## config.mk

```make
export PLATFORM = sky130hd
export DESIGN_NAME = dbs_bus_master
export DESIGN_NICKNAME = d
export VERILOG_FILES = /design/src/design/dbs_pkg.sv /design/src/design/dbs_split_if.sv /design/src/design/dbs_bus_master.sv /design/src/design/dbs_sizer.sv
export SDC_FILE = /design/constraint.sdc
export NUM_CORES = 1
export LEC_CHECK = 0
export ABC_AREA = 0
export BUFFER_PORTS_ARGS = -buffer_cell sky130_fd_sc_hd__buf_2
export CORE_MARGIN = 2
export CORE_UTILIZATION = 40
export DETAILED_ROUTE_END_ITERATION = 12
export PLACE_DENSITY_LB_ADDON = 0.12
export SYNTH_ARGS = -nofsm -noshare
export SYNTH_HDL_FRONTEND = slang
export SYNTH_SLANG_ARGS = --single-unit
```

## constraint.sdc

```tcl
create_clock -name i_clock -period 4.95 [get_ports i_clock]
set_input_delay 0.2475 -clock i_clock [delete_from_list [all_inputs] [get_ports i_clock]]
set_output_delay 0.2475 -clock i_clock [all_outputs]
set_load 0.02 [all_outputs]
```

## src/design/dbs_pkg.sv

```systemverilog
// Purpose: Shared constants and types of the dynamic bus sizing master.
// Assumes: Single 20 MHz system clock, synchronous active-high reset.
// Notes:   Size codes equal the remaining byte count modulo four.
package dbs_pkg;
  // Size code driven during a partial cycle
  localparam logic [1:0] SIZE_LONG  = 2'h0;
  localparam logic [1:0] SIZE_BYTE  = 2'h1;
  localparam logic [1:0] SIZE_WORD  = 2'h2;
  localparam logic [1:0] SIZE_THREE = 2'h3;
  // Port width learned from the acknowledge pair
  localparam logic [1:0] PORT_32 = 2'h0;
  localparam logic [1:0] PORT_16 = 2'h1;
  localparam logic [1:0] PORT_8  = 2'h2;
  // Operand byte counts
  localparam logic [2:0] BYTES_BYTE = 3'h1;
  localparam logic [2:0] BYTES_WORD = 3'h2;
  localparam logic [2:0] BYTES_LONG = 3'h4;
  // Timing
  localparam int CLK_PERIOD_NS      = 50;
  localparam int MIN_ACK_CYCLE_CLKS = 3;
  typedef enum logic [2:0] {
    ST_IDLE   = 3'h0,
    ST_ADDR   = 3'h1,
    ST_SAMPLE = 3'h3,
    ST_LATCH  = 3'h2,
    ST_END    = 3'h6
  } dbs_state_t;
endpackage

```

## src/design/dbs_split_if.sv

```systemverilog
// Purpose: Carries one partial cycle's split decision between master and sizer.
// Assumes: Purely combinational exchange on the master's clock.
// Notes:   moved is only meaningful while remaining is non-zero.
`timescale 1ns/1ns
interface dbs_split_if;
  logic [1:0] addr_lo;
  logic [2:0] remaining;
  logic [1:0] port;
  logic [2:0] moved;
  logic [1:0] lane;
  modport master (output addr_lo, output remaining, output port, input moved, input lane);
  modport sizer  (input addr_lo, input remaining, input port, output moved, output lane);
endinterface

```

## src/design/dbs_bus_master.sv

```systemverilog
// Purpose: Bus master that splits operands over 32, 16 and 8 bit ports.
// Assumes: Slave keeps acknowledge until strobes negate; pins are asynchronous.
// Notes:   Every pin input passes two flip-flops, adding two clocks of latency.
`timescale 1ns/1ns
module dbs_bus_master
  import dbs_pkg::*;
(
  // Clock and reset
  input  wire logic        i_clock,
  input  wire logic        i_rst,
  // Operand request
  input  wire logic        i_req_valid,
  input  wire logic        i_req_write,
  input  wire logic        i_req_instr,
  input  wire logic [1:0]  i_req_size,
  input  wire logic [31:0] i_req_addr,
  input  wire logic [31:0] i_req_wdata,
  output logic             o_req_ready,
  output logic             o_done,
  output logic             o_bus_err,
  output logic             o_addr_err,
  output logic [31:0]      o_rdata,
  // Internal acknowledge option
  input  wire logic        i_int_ack_en,
  input  wire logic [1:0]  i_int_ack_port,
  // External bus
  output logic [31:0]      o_addr,
  output logic [1:0]       o_size_code,
  output logic             o_read_write,
  output logic             o_address_strobe_n,
  output logic             o_data_strobe_n,
  output logic [31:0]      o_data_out,
  output logic             o_data_oe,
  input  wire logic [31:0] i_data_in,
  input  wire logic        i_ack_width_hi_n,
  input  wire logic        i_ack_width_lo_n,
  input  wire logic        i_bus_error_in_n,
  input  wire logic        i_halt_n
);
  dbs_state_t  state_q;
  logic [35:0] sync_m_q, sync_q;
  logic [31:0] addr_q, wbuf_q, acc_q, dout_q, rdata_q, din_sh;
  logic [2:0]  rem_q, req_bytes;
  logic [1:0]  port_q, ack_pair, ack_port;
  logic        rw_q, err_q, retry_q, done_q, bus_err_q, addr_err_q;
  logic        ack_seen, bus_error_in_s, halt_s, req_odd_fetch, finish;

  dbs_split_if sp ();
  dbs_sizer u_sizer (.sp(sp));

  assign sp.addr_lo   = addr_q[1:0];
  assign sp.remaining = rem_q;
  assign sp.port      = port_q;

  ////////////////////////////////////////////////////////////////////////////
  // Pin synchronisers
  always_ff @(posedge i_clock) begin
    if (i_rst) begin
      sync_m_q <= '0;
      sync_q   <= '0;
    end else begin
      sync_m_q <= {~i_ack_width_hi_n, ~i_ack_width_lo_n, ~i_bus_error_in_n, ~i_halt_n, i_data_in};
      sync_q   <= sync_m_q;
    end
  end

  always_comb begin
    if (i_int_ack_en) begin
      // Internal responder stands in for the slave
      case (i_int_ack_port)
        PORT_32: ack_pair = 2'h3;
        PORT_16: ack_pair = 2'h2;
        default: ack_pair = 2'h1;
      endcase
    end else begin
      ack_pair = sync_q[35:34];
    end
    case (ack_pair)
      2'h3:    ack_port = PORT_32;
      2'h2:    ack_port = PORT_16;
      default: ack_port = PORT_8;
    endcase
  end
  assign ack_seen = |ack_pair;
  assign bus_error_in_s   = sync_q[33];
  assign halt_s   = sync_q[32];

  ////////////////////////////////////////////////////////////////////////////
  // Request decode
  // Fetches never use the operand size: aligned long, or the odd word alone
  assign req_bytes = i_req_instr ? (i_req_addr[1] ? BYTES_WORD : BYTES_LONG)
                   : (i_req_size == SIZE_LONG) ? BYTES_LONG : {1'b0, i_req_size};
  assign req_odd_fetch = i_req_instr & i_req_addr[0];
  assign finish = (state_q == ST_END) & ~retry_q & (err_q | (rem_q == 3'h0));
  assign din_sh = sync_q[31:0] << {sp.lane, 3'b000};

  ////////////////////////////////////////////////////////////////////////////
  // Cycle sequencer
  always_ff @(posedge i_clock) begin
    if (i_rst) begin
      state_q <= ST_IDLE;
    end else begin
      case (state_q)
        ST_IDLE: begin
          if (i_req_valid && !req_odd_fetch) begin
            state_q <= ST_ADDR;
          end
        end
        ST_ADDR:   state_q <= ST_SAMPLE;
        ST_SAMPLE: begin
          // No acknowledge means another whole wait clock
          if (bus_error_in_s || ack_seen) begin
            state_q <= bus_error_in_s ? ST_END : ST_LATCH;
          end
        end
        ST_LATCH:  state_q <= ST_END;
        ST_END: begin
          if (retry_q) begin
            if (!halt_s) begin
              state_q <= ST_ADDR;
            end
          end else if (err_q || rem_q == 3'h0) begin
            state_q <= ST_IDLE;
          end else begin
            state_q <= ST_ADDR;
          end
        end
        default:   state_q <= ST_IDLE;
      endcase
    end
  end

  ////////////////////////////////////////////////////////////////////////////
  // Operand progress
  always_ff @(posedge i_clock) begin
    if (i_rst) begin
      addr_q <= '0;
      rem_q  <= '0;
      rw_q   <= 1'b1;
      wbuf_q <= '0;
      acc_q  <= '0;
      port_q <= PORT_32;
    end else if (state_q == ST_IDLE && i_req_valid && !req_odd_fetch) begin
      addr_q <= i_req_addr;
      rem_q  <= req_bytes;
      rw_q   <= ~(i_req_write & ~i_req_instr);
      wbuf_q <= i_req_wdata << (6'd32 - {req_bytes, 3'b000});
      acc_q  <= '0;
    end else if (state_q == ST_SAMPLE && ack_seen) begin
      port_q <= ack_port;
    end else if (state_q == ST_LATCH && !bus_error_in_s) begin
      // Late bus error one clock after acknowledge discards the transfer
      addr_q <= addr_q + {29'h0, sp.moved};
      rem_q  <= rem_q - sp.moved;
      wbuf_q <= wbuf_q << {sp.moved, 3'b000};
      acc_q  <= (acc_q << {sp.moved, 3'b000}) | (din_sh >> (6'd32 - {sp.moved, 3'b000}));
    end
  end

  ////////////////////////////////////////////////////////////////////////////
  // Termination flags
  always_ff @(posedge i_clock) begin
    if (i_rst) begin
      err_q   <= 1'b0;
      retry_q <= 1'b0;
    end else if (state_q == ST_ADDR) begin
      err_q   <= 1'b0;
      retry_q <= 1'b0;
    end else if ((state_q == ST_SAMPLE || state_q == ST_LATCH) && bus_error_in_s) begin
      err_q   <= 1'b1;
      retry_q <= halt_s;
    end
  end

  ////////////////////////////////////////////////////////////////////////////
  // Write lanes and answers
  always_ff @(posedge i_clock) begin
    if (i_rst) begin
      dout_q <= '0;
    end else if (state_q == ST_ADDR) begin
      // Leading byte on the top lane, narrow ports find theirs in the upper half
      dout_q[31:24] <= wbuf_q[31:24];
      dout_q[23:16] <= addr_q[0] ? wbuf_q[31:24] : wbuf_q[23:16];
      dout_q[15:0]  <= 16'(wbuf_q >> {addr_q[1:0], 3'b000});
    end
  end

  always_ff @(posedge i_clock) begin
    if (i_rst) begin
      done_q     <= 1'b0;
      bus_err_q  <= 1'b0;
      addr_err_q <= 1'b0;
      rdata_q    <= '0;
    end else begin
      done_q     <= finish;
      bus_err_q  <= finish & err_q;
      addr_err_q <= (state_q == ST_IDLE) & i_req_valid & req_odd_fetch;
      if (finish) begin
        rdata_q <= acc_q;
      end
    end
  end

  assign o_req_ready        = (state_q == ST_IDLE);
  assign o_done             = done_q;
  assign o_bus_err          = bus_err_q;
  assign o_addr_err         = addr_err_q;
  assign o_rdata            = rdata_q;
  assign o_addr             = addr_q;
  assign o_size_code        = rem_q[1:0];
  assign o_read_write       = rw_q;
  // Strobes: address from the start, write data strobe one clock later
  assign o_address_strobe_n = ~(state_q == ST_ADDR || state_q == ST_SAMPLE || state_q == ST_LATCH);
  assign o_data_strobe_n    = o_address_strobe_n | (~rw_q & state_q == ST_ADDR);
  assign o_data_oe          = ~rw_q & (state_q == ST_SAMPLE || state_q == ST_LATCH);
  assign o_data_out         = dout_q;

  ////////////////////////////////////////////////////////////////////////////
  // Checks
  logic [7:0] cyc_q;
  always_ff @(posedge i_clock) begin
    if (i_rst || state_q == ST_END || state_q == ST_IDLE) begin
      cyc_q <= '0;
    end else if (cyc_q != 8'hff) begin
      // Saturates so a very long wait cannot wrap back under the minimum
      cyc_q <= cyc_q + 8'h1;
    end
  end

  chk_odd_fetch_err: assert property (@(posedge i_clock) disable iff (i_rst)
    (o_req_ready && i_req_valid && req_odd_fetch) |=> o_addr_err && o_req_ready)
    else $error("odd instruction fetch did not raise address error");
  chk_fetch_size: assert property (@(posedge i_clock) disable iff (i_rst)
    (o_req_ready && i_req_valid && i_req_instr && !i_req_addr[0])
      |=> o_size_code == ($past(i_req_addr[1]) ? SIZE_WORD : SIZE_LONG))
    else $error("instruction fetch size wrong");
  chk_cycle_min_len: assert property (@(posedge i_clock) disable iff (i_rst)
    $rose(o_address_strobe_n) && !err_q |-> $past(cyc_q) >= 8'(MIN_ACK_CYCLE_CLKS - 1))
    else $error("acknowledged cycle shorter than three clocks");
  chk_no_wait_fast: assert property (@(posedge i_clock) disable iff (i_rst)
    (state_q == ST_SAMPLE && $past(state_q) == ST_ADDR && ack_seen && !bus_error_in_s)
      |-> !o_address_strobe_n ##1 !o_address_strobe_n ##1 o_address_strobe_n)
    else $error("wait state inserted despite early acknowledge");
  chk_read_latch: assert property (@(posedge i_clock) disable iff (i_rst)
    $changed(acc_q) && !$past(o_req_ready) |-> $past(state_q) == ST_LATCH)
    else $error("read data latched outside latch state");
  chk_strobe_order: assert property (@(posedge i_clock) disable iff (i_rst)
    !o_data_strobe_n |-> !o_address_strobe_n && (o_read_write || o_data_oe))
    else $error("data strobe without address strobe or write data");
  chk_split_fits: assert property (@(posedge i_clock) disable iff (i_rst)
    state_q == ST_LATCH |-> sp.moved != 3'h0 && sp.moved <= rem_q
      && ({1'b0, sp.lane} + sp.moved) <= ((port_q == PORT_32) ? 3'h4 : (port_q == PORT_16) ? 3'h2 : 3'h1))
    else $error("partial transfer does not fit port");
  chk_abort_err: assert property (@(posedge i_clock) disable iff (i_rst)
    (state_q == ST_END && err_q && !retry_q) |=> o_bus_err && o_done && o_req_ready)
    else $error("bus error did not abort");
  chk_retry_halt: assert property (@(posedge i_clock) disable iff (i_rst)
    (state_q == ST_END && retry_q && halt_s) |=> o_address_strobe_n && !o_done)
    else $error("retry did not wait for halt release");
  chk_partial_next: assert property (@(posedge i_clock) disable iff (i_rst)
    (state_q == ST_LATCH && !bus_error_in_s && sp.moved < rem_q)
      |=> ##1 state_q == ST_ADDR && o_addr == $past(o_addr, 2) + 32'($past(sp.moved, 2)))
    else $error("next partial cycle not started");

  cov_long_16_odd: cover property (@(posedge i_clock) disable iff (i_rst)
    state_q == ST_LATCH && port_q == PORT_16 && rem_q == 3'h3 && addr_q[1:0] == 2'h2);
  cov_retry: cover property (@(posedge i_clock) disable iff (i_rst)
    state_q == ST_END && retry_q ##1 state_q == ST_ADDR);
  cov_wait_states: cover property (@(posedge i_clock) disable iff (i_rst)
    state_q == ST_SAMPLE && !ack_seen ##1 state_q == ST_SAMPLE ##1 state_q == ST_LATCH);
  cov_addr_err: cover property (@(posedge i_clock) disable iff (i_rst) o_addr_err);
endmodule

```

## src/design/dbs_sizer.sv

```systemverilog
// Purpose: Bytes moved by one partial cycle and the first data lane used.
// Assumes: Port width already decoded from the acknowledge pair.
// Notes:   Moves the lesser of what remains and what fits above the offset.
`timescale 1ns/1ns
module dbs_sizer
  import dbs_pkg::*;
(
  dbs_split_if.sizer sp
);
  logic [2:0] port_bytes;
  logic [2:0] offset;
  logic [2:0] room;

  always_comb begin
    case (sp.port)
      PORT_32: begin
        port_bytes = BYTES_LONG;
        offset     = {1'b0, sp.addr_lo};
      end
      PORT_16: begin
        port_bytes = BYTES_WORD;
        offset     = {2'b00, sp.addr_lo[0]};
      end
      default: begin
        port_bytes = BYTES_BYTE;
        offset     = 3'h0;
      end
    endcase
    room    = port_bytes - offset;
    sp.lane = offset[1:0];
    // Misaligned operands are split instead of refused
    sp.moved = (sp.remaining < room) ? sp.remaining : room;
  end
endmodule

```

==> results.cfg, run 1 <==
[timing]
fin_setup_tns_ps = 0
setup_viol = 0
fin_ws_ps = 606.5
slew_violations = 0
max_freq_ghz = 0.2302
hold_violations = 0
rsz0062_at_grt = false
slew_headroom = 0.2166
finalClockSkew_ps = 14.82
finalCriticalPeriod_ps = 4344
worst_slew_pin_slew_ps = 1175
fin_crit_sh = 0.8775

[synth]
yosysMostFrequentCell = dfxtp_1
synth-main-ff-cell = dfxtp_1
synth_seq_cells = 246
synth_edf_count = 0
async_flop_share = 0
synthesis.area_mm2 = 0.01173
netlist_top_cells_count = dfxtp_1 (246), nand2_1 (148), nor2_1 (132)
yosys-top-cells-area = dfxtp_1 (42%), nand2_1 (4.7%), mux2i_1 (4.7%)
ys_types = 64
synth_top_area_share = 0.4198
syn-num-nets = 1512
synthCells = 1389
ys_seq_area_frac = 0.4198
yosysWarnings = 0
synth_top_cell_by_area = dfxtp_1
syn_area_per_cell_um2 = 8.446

[floorplanning]
core_area_mm2 = 0.02878
ios = 216
start_util = 0.4076
die_x_um = 175.3
rows = 62
die_y_um = 175.3
die-area_mm2 = 0.03071

[clock_network]
cts_buffers = 28
tritoncts = done
cts_buffer_depth = 3
clock_sinks = 246
htreeDepth = 1
clkSlewWorstSetupHoldPaths_ps = 60
clockRootBuffer = clkbuf_16
clk_latency_ps = 540
post_cts_resized = 0

[worst_setup_path]
endpoint_kind = flip-flop
cp_max_fo = 7
critical_path_class = flip-flop to flip-flop
worst-path-buf-inv = 3
worstPathArrival_ps = 4790
cpMaxStageDelayCell = or4b_1
critical_path.cell_chain = nor2b_1 > inv_1 > ha_1 > inv_1 > ha_1 > nor2b_1 > a211oi_1 > o21a_1 > inv_1 > ha_1 > a21o_1 > a21oi_1 > nor4_4 > or4b_1 > xor2_1 > a211oi_2
worstPathRequired_ps = 5400
max_stage_delay_ps = 500
start_kind = flip-flop
crit_family = simple AND/OR/NAND/NOR gates

[layout]
syn2layout_area_growth_pct = 24.80
nNetsFinal = 1733
fin_util = 0.5087
drive_gt1_frac = 0.2034
final_area_mm2 = 0.01464
multi_input_area_mm2 = 0.006322
num-fill-cells = 2759
seq_area_mm2 = 0.004927

[drt]
via_per_inst = 5.450
drt-initial-drc-count = 982
dr.pass1.iters = 7
vias = 10990
drt-total-wl_um = 35430
routedWlPerCell_um = 17.56
drc = 0
antenna_left = 0

[global_route]
track_usage = 0.2220
antenna_found_initial = 4
grt_pass1_vias = 10380
grt_overflow_total = 0
grt_pass1_wl_um = 56350
grt_max_degree = 113

[hold_path]
min_path_type = input port to flip-flop

[placement]
hpwl_um = 24850
gp_congestion = 0.8676
dpl_cell_area_mm2 = 0.01307
portBuffers = 215
pre_cts_ws_ps = 663.1

[pwr]
leakagePower_nw = 5.914
peakVddDrop_uv = 362.1
cellPowerDensity_mw_per_mm2 = 583.1

[status]
status = complete, no violations

[run]
max_cap_viol_count = 0
[area by class of cell]
type                            count  area share
Clock buffer                       43     0.05794
Sequential cell                   246      0.3366
Tap cell                          384     0.03282
Clock inverter                      9    0.006922
Inverter                           24    0.006153
Timing Repair Buffer              299      0.1276
Antenna cell                        1   0.0001709
Multi-Input combinational cell   1011      0.4318
[path summary, 6_finish.rpt]
kind                                      from    endpoint  slack, ps  depth (start not counted)
worst max-delay path                 port_q[1]  o_addr[31]        610                         16
worst min-delay path            i_req_addr[20]  o_addr[20]         30                          3
worst max register to register       port_q[1]  o_addr[31]        610                         16
worst min register to register    sync_m_q[14]  sync_q[14]        430                          1
[power by group]
group / switching, mW / internal [mW]
Sequential: 0.354 / 2.32
Clock: 0.816 / 1.28
Combinational: 2.45 / 1.32
Total: 3.62 / 4.92
[metrics by stage]
| step | power [mW] | hold slack, ps | cells |
|---|---|---|---|
| 4_1_cts | 8.548 | 2.143 | 2016 |
| 3_5_place_dp | 6.386 | 410.8 | 1902 |
| 6_report | 8.537 | 28.53 | 2017 |
| 3_3_place_gp | 6.356 | 415.0 | 1902 |
| 5_1_grt | 9.070 | 13.99 | 2016 |
| 2_1_floorplan | 5.258 | 314.2 | 1389 |
[worst register-to-register path, delay by kind of cell (launching register included)]
family          cells  cell delay, ps
simple gates        4            1380
compound gates      5            1160
fa+ha+maj           3             920
xor+xnor            1             160
buf+inv             3             300
flops               1             340
[flip-flops by register name (all words and copies together) (netlist names), 2 cells and up]
| register | flops |
|---|---|
| wbuf_q | 32 |
| rem_q | 3 |
| o_addr | 32 |
| port_q | 2 |
| sync_q | 36 |
| sync_m_q | 36 |
| state_q | 3 |
| o_rdata | 32 |
| acc_q | 32 |
| o_data_out | 32 |
[metal layers]
layer  vias up  GRT usage  routed length [µm]
met4         6    0.04375                 544
met2       340     0.3140               14560
met5         -          0                  32
li1       5487          -                   -
met3        45    0.04697                2564
met1      5114     0.3440               17720
[logic make-up after synthesis]
logic type,synth area share
adder cells (fa/ha/maj),0.01515
AO/OA/AOI/OAI,0.2306
flip-flops,0.4198
multiplexers,0.06901
XOR/XNOR,0.01568
buffers and inverters,0.04341
AND/OR/NAND/NOR,0.2064
[what timing repair did]
item                       in CTS  in global routing
hold endpoints to repair       62                  0
setup endpoints to repair       0                  0
buffers inserted                0                  0
hold buffers                   62                  0
[cells in the final DEF (no fill, tap or decap), types with 21 or more instances in the layout]
cell type / netlist / layout
nand2_1: 148 / 147
nor2_1: 132 / 131
dlygate4sd3_1: 0 / 62
nor3_1: 42 / 42
clkbuf_16: 0 / 29
dfxtp_1: 246 / 244
mux2i_1: 55 / 55
a211oi_1: 68 / 68
o21ai_0: 70 / 70
nor2b_1: 86 / 84
mux2_2: 23 / 23
a22oi_1: 27 / 27
inv_1: 21 / 21
buf_4: 2 / 22
buf_2: 5 / 214
nand3_1: 24 / 24
a21oi_1: 103 / 102
Note: power is estimated with default switching activity, not from simulation.
==> run 2: changes to the inputs <==
--- a/config.mk
+++ b/config.mk
@@ -7,9 +7,12 @@
 export LEC_CHECK = 0
 export ABC_AREA = 0
 export BUFFER_PORTS_ARGS = -buffer_cell sky130_fd_sc_hd__buf_2
+export CORE_ASPECT_RATIO = 0.8
 export CORE_MARGIN = 2
 export CORE_UTILIZATION = 40
+export CTS_CLUSTER_DIAMETER = 30
 export DETAILED_ROUTE_END_ITERATION = 12
+export GPL_ROUTABILITY_DRIVEN = 1
 export PLACE_DENSITY_LB_ADDON = 0.12
 export SYNTH_ARGS = -nofsm -noshare
 export SYNTH_HDL_FRONTEND = slang
==> run 2 against run 1 <==
  * Fmax decreased by 2.9%
  * Final area is 4.9% higher
  * Largest cell class unchanged
  * Combinational power rose by 1%
  * Critical path depth increased by 1
  * Clock skew rose by 18 ps
  * Register-to-register slack worse by 130 ps
  * Highest routed layer unchanged
  * First-iteration DRC count grew 3.2%
  * Sequential power is essentially flat
  * Core utilization increased by 1.9 points
  * Largest power group unchanged
  * Via count rose by 2.8%
  * Cell count up 1.4%
  * Global-route usage rose by 1.2 points
==> results.cfg, run 2 (synthesized netlist as in run 1, its figures left out) <==
[status]
status = complete, no violations

[clock_network]
clkSlewWorstSetupHoldPaths_ps = 50
clockRootBuffer = clkbuf_16
cts_buffers = 50
tritoncts = done
post_cts_resized = 0
clock_sinks = 246
htreeDepth = 2
cts_buffer_depth = 3
clk_latency_ps = 560

[timing]
fin_setup_tns_ps = 0
slew_violations = 0
rsz0062_at_grt = false
fin_crit_sh = 0.9035
slew_headroom = 0.1163
hold_violations = 0
setup_viol = 0
finalCriticalPeriod_ps = 4472
fin_ws_ps = 477.6
worst_slew_pin_slew_ps = 1313
finalClockSkew_ps = 32.64
max_freq_ghz = 0.2236

[worst_setup_path]
r2r_slack_ps = 480
critical_path_class = flip-flop to flip-flop
cp_max_fo = 16
worstReg2RegStart = port_q[1]
worstPathRequired_ps = 5400
r2r-end = o_addr[31]
max_stage_delay_ps = 500
cpMaxStageDelayCell = or4b_1
critical_path.cell_chain = nor2b_1 > inv_1 > ha_1 > inv_1 > ha_1 > nor2b_1 > a211oi_1 > o21a_1 > inv_1 > ha_1 > a21o_1 > a21oi_1 > buf_4 > nor4_4 > or4b_1 > xor2_1 > a211oi_2
endpoint_kind = flip-flop
crit_family = simple AND/OR/NAND/NOR gates
r2r_cells = 17
worst-path-buf-inv = 4
worstPathArrival_ps = 4930
start_kind = flip-flop

[hold_path]
min_path_type = input port to flip-flop
min_path_cells = 3
hold_start = i_req_addr[17]
hold_end = o_addr[17]

[run]
max_cap_viol_count = 0

[drt]
antenna_left = 0
drc = 0
via_per_inst = 5.523
vias = 11300
dr.pass1.iters = 7
drt-total-wl_um = 37210
routedWlPerCell_um = 18.19
drt-initial-drc-count = 1013

[layout]
drive_gt1_frac = 0.2202
final_area_mm2 = 0.01536
nNetsFinal = 1751
syn2layout_area_growth_pct = 30.92
top_regs = sync_m_q (36), sync_q (36)
layout_common_cells = dfxtp_1 (244), buf_2 (214), nand2_1 (147)
final_common_cell = dfxtp_1

[placement]
gp_congestion = 0.8819
hpwl_um = 26120
dpl_cell_area_mm2 = 0.01306
portBuffers = 215
pre_cts_ws_ps = 514.5

[global_route]
grt_pass1_vias = 10230
met1_usage = 0.3765
track_usage = 0.2340
met2_usage = 0.2956
grt_pass1_wl_um = 57620
grt_overflow_total = 0
antenna_found_initial = 4
busiest_layer = met1
grt_max_degree = 109
met3_usage = 0.06042

[pwr]
power_mw = 9.877
cellPowerDensity_mw_per_mm2 = 643.1
peakVddDrop_uv = 362.8
leakagePower_nw = 6.250

[floorplanning]
core_area_mm2 = 0.02908
die-area_mm2 = 0.03072
rows = 56
die_x_um = 195.5
start_util = 0.4034
die_y_um = 157.2
ios = 216
[run 2: cell count changes in the layout (fill, tap and decap cells not counted), sizes merged]
cell / delta
clkbuf: +27
clkinv: +1
diode: +1
dlygate4sd3: -4
bufinv: +3
clkinvlp: +4
inv: +4
[run 2: routing by layer]
layer,up-vias,wire length (µm)
met5,-,24
met4,4,546
met3,52,3275
met2,469,13890
met1,5251,19470
li1,5524,-
[run 2: per-stage QoR]
step                instances  utilization  hold WS (ps)
global placement         1895       0.4491         402.3
CTS                      2044       0.5280         5.929
finish                   2046       0.5282         22.99
detailed placement       1895       0.4491         409.9
floorplan                1389            -         314.2
global route             2044       0.5280         17.60
[run 2: worst max-delay path by stage]
| stage | from | slack [ps] | to | depth (start not counted) |
|---|---|---|---|---|
| finish | port_q[1] | 480 | o_addr[31] | 17 |
| global route | port_q[1] | 150 | o_addr[31] | 17 |
| CTS | port_q[1] | 490 | o_addr[31] | 17 |
| detailed placement | port_q[1] | 510 | o_addr[31] | 17 |
| global placement | port_q[1] | 680 | o_addr[31] | 17 |
| floorplan | o_addr[1] | 70 | o_addr[20] | 21 |
[run 2: worst min-delay path: stages]
cell and delay [ps]:
buf_2 90, nor2_1 100, nor4_1 60
[run 2: final cells by class]
class	instances	area [µm²]
inverters	24	90.09
repair buffers	295	1828
multi-input cells	1011	6322
fillers	2756	13720
clock inverters	21	286.5
clock buffers	70	1428
well taps	377	471.7
diodes	2	5.005
flip-flops and latches	246	4927
[run 2: where the power goes]
part           leakage (nW)  switching [mW]  internal [mW]
clock                 0.824            1.10           2.27
sequential             2.01           0.379           2.32
combinational          3.41            2.48           1.33
total                  6.25            3.96           5.92
[run 2: repair_timing]
item	CTS	global route
endpoints found under the hold margin	58	0
setup buffers	0	0
setup endpoints to repair	0	0
hold buffers	58	0
==> run 3: changes to the inputs <==
--- a/config.mk
+++ b/config.mk
@@ -14,6 +14,7 @@
 export DETAILED_ROUTE_END_ITERATION = 12
 export GPL_ROUTABILITY_DRIVEN = 1
 export PLACE_DENSITY_LB_ADDON = 0.12
+export SETUP_SLACK_MARGIN = 0.5
 export SYNTH_ARGS = -nofsm -noshare
 export SYNTH_HDL_FRONTEND = slang
 export SYNTH_SLANG_ARGS = --single-unit
==> constraint.sdc (replaced) <==
create_clock -name i_clock -period 5.6 [get_ports i_clock]
set_input_delay 0.28 -clock i_clock [delete_from_list [all_inputs] [get_ports i_clock]]
set_output_delay 0.28 -clock i_clock [all_outputs]
set_load 0.02 [all_outputs]
==> run 3 against run 2 <==
  * Clock skew is 13 ps lower
  * Global-route usage is essentially flat
  * Register-to-register slack improved by 520 ps
  * Worst setup slack gained 520 ps
  * Largest power group unchanged
  * Sequential share of layout area rose by 0.23 points
  * Worst hold slack lost 8.2 ps
  * Sequential power is 12% lower
  * Highest routed layer unchanged
  * Largest cell class unchanged
  * Wire length fell by 1.5%
  * Non-clock buffer count shrank 20
  * First-iteration DRC count is 26% lower
==> results.cfg, run 3 (synthesized netlist as in run 1, its figures left out) <==
[status]
status = complete, no violations

[global_route]
antenna_found_initial = 5
grt_overflow_total = 0
grt_pass1_vias = 10490
grt_pass1_wl_um = 58120
grt_max_degree = 80
track_usage = 0.2340

[drt]
drc = 0
via_per_inst = 5.537
drt-initial-drc-count = 753
vias = 11220
dr.pass1.iters = 5
antenna_left = 0
drt-total-wl_um = 36650
routedWlPerCell_um = 18.08

[clock_network]
clock_sinks = 246
clk_latency_ps = 550
cts_buffers = 50
cts_buffer_depth = 3
tritoncts = done
post_cts_buffers = 0
htreeDepth = 2
clockRootBuffer = clkbuf_16
clkSlewWorstSetupHoldPaths_ps = 50

[timing]
setup_viol = 0
hold_violations = 0
fin_setup_tns_ps = 0
slew_violations = 0
finalCriticalPeriod_ps = 4603
max_freq_ghz = 0.2173
rsz0062_at_grt = false
finalClockSkew_ps = 19.76
slew_headroom = 0.2343
fin_crit_sh = 0.8219
worst_slew_pin_slew_ps = 1146

[worst_setup_path]
endpoint_kind = flip-flop
startpoint = port_q[1]
cp_max_fo = 28
r2r_cells = 16
worstReg2RegStart = port_q[1]
r2r-end = wbuf_q[26]
start_kind = flip-flop
critical_path_class = flip-flop to flip-flop
r2r_slack_ps = 1000
critPathCapture = wbuf_q[26]
worstPathArrival_ps = 5060
worstPathRequired_ps = 6060

[floorplanning]
die_x_um = 195.5
core_area_mm2 = 0.02908
die-area_mm2 = 0.03072
rows = 56
start_util = 0.4034
die_y_um = 157.2
ios = 216

[layout]
top_regs = sync_m_q (36), sync_q (36)
nNetsFinal = 1731
final_common_cell = dfxtp_1
drive_gt1_frac = 0.2275
num-fill-cells = 2745
syn2layout_area_growth_pct = 30.00
layout_common_cells = dfxtp_1 (244), buf_2 (214), nand2_1 (147)

[run]
max_cap_viol_count = 0

[placement]
hpwl_um = 25930
gp_congestion = 0.8973
portBuffers = 215

[pwr]
power_mw = 8.775
leakagePower_nw = 6.215
cellPowerDensity_mw_per_mm2 = 575.4
peakVddDrop_uv = 302.5

[hold_path]
min_path_type = input port to flip-flop
[run 3: worst min path at each step]
stage | cells past startpoint | from | end | slack (ps)
2_1_floorplan | 1 | i_ack_width_hi_n | sync_m_q[35] | 350
3_3_place_gp | 1 | sync_m_q[1] | sync_q[1] | 430
3_5_place_dp | 1 | sync_m_q[29] | sync_q[29] | 420
4_1_cts | 2 | i_req_wdata[7] | wbuf_q[7] | 0.6
5_1_grt | 2 | i_req_addr[2] | o_addr[2] | 10
6_report | 2 | i_req_wdata[7] | wbuf_q[7] | 10
[run 3: metrics by stage]
step / utilization / instance area (µm²) / setup slack (ps) / hold WS, ps / cells
finish: 0.5245 / 15250 / 997.2 / 14.75 / 2027
global route: 0.5243 / 15250 / 653.4 / 9.918 / 2025
CTS: 0.5240 / 15240 / 684.1 / 0.6221 / 2025
detailed placement: 0.4483 / 13040 / 693.2 / 424.3 / 1892
global placement: 0.4483 / 13040 / 885.7 / 426.0 / 1892
floorplan: - / 11740 / 546.5 / 346.7 / 1389
[run 3: what timing repair did]
action / in CTS / in global routing
hold buffers: 41 / 0
setup endpoints to repair: 0 / 21
endpoints found under the hold margin: 41 / 0
gates resized for setup: 0 / 3
[run 3: routing by layer]
layer  up-vias  routed length, µm  track usage
met5         -                 34            0
met4         6                527      0.05671
met3        59               3759      0.06321
met2       510              13880       0.3094
met1      5154              18450       0.3655
li1       5495                  -            -
[run 3: report_power, final]
part / internal, mW / switching, mW / leakage, nW
combinational: 1.16 / 2.18 / 3.33
sequential: 2.05 / 0.328 / 2.01
clock: 2.07 / 0.989 / 0.870
total: 5.28 / 3.50 / 6.21
[run 3: final cells by class]
type	instances	area (µm²)	share of cell area
Multi-Input combinational cell	1011	6330	0.4150
Sequential cell	246	4927	0.3231
Timing Repair Buffer	275	1635	0.1072
Clock buffer	67	1466	0.09615
Tap cell	377	471.7	0.03093
Clock inverter	25	325.3	0.02133
Inverter	24	90.09	0.005907
Antenna cell	2	5.005	0.0003282
[run 3: worst max-delay path, cell delays in order (launching register included)]
cell	delay, ps
dfxtp_2	400
nor2b_2	230
inv_1	260
ha_1	440
inv_1	100
ha_1	220
nor2b_1	180
nor3_1	550
nor2_4	40
buf_4	260
inv_2	90
ha_1	200
nor2b_1	180
nor2_1	60
nor2_1	860
a22oi_1	230
o221ai_1	220
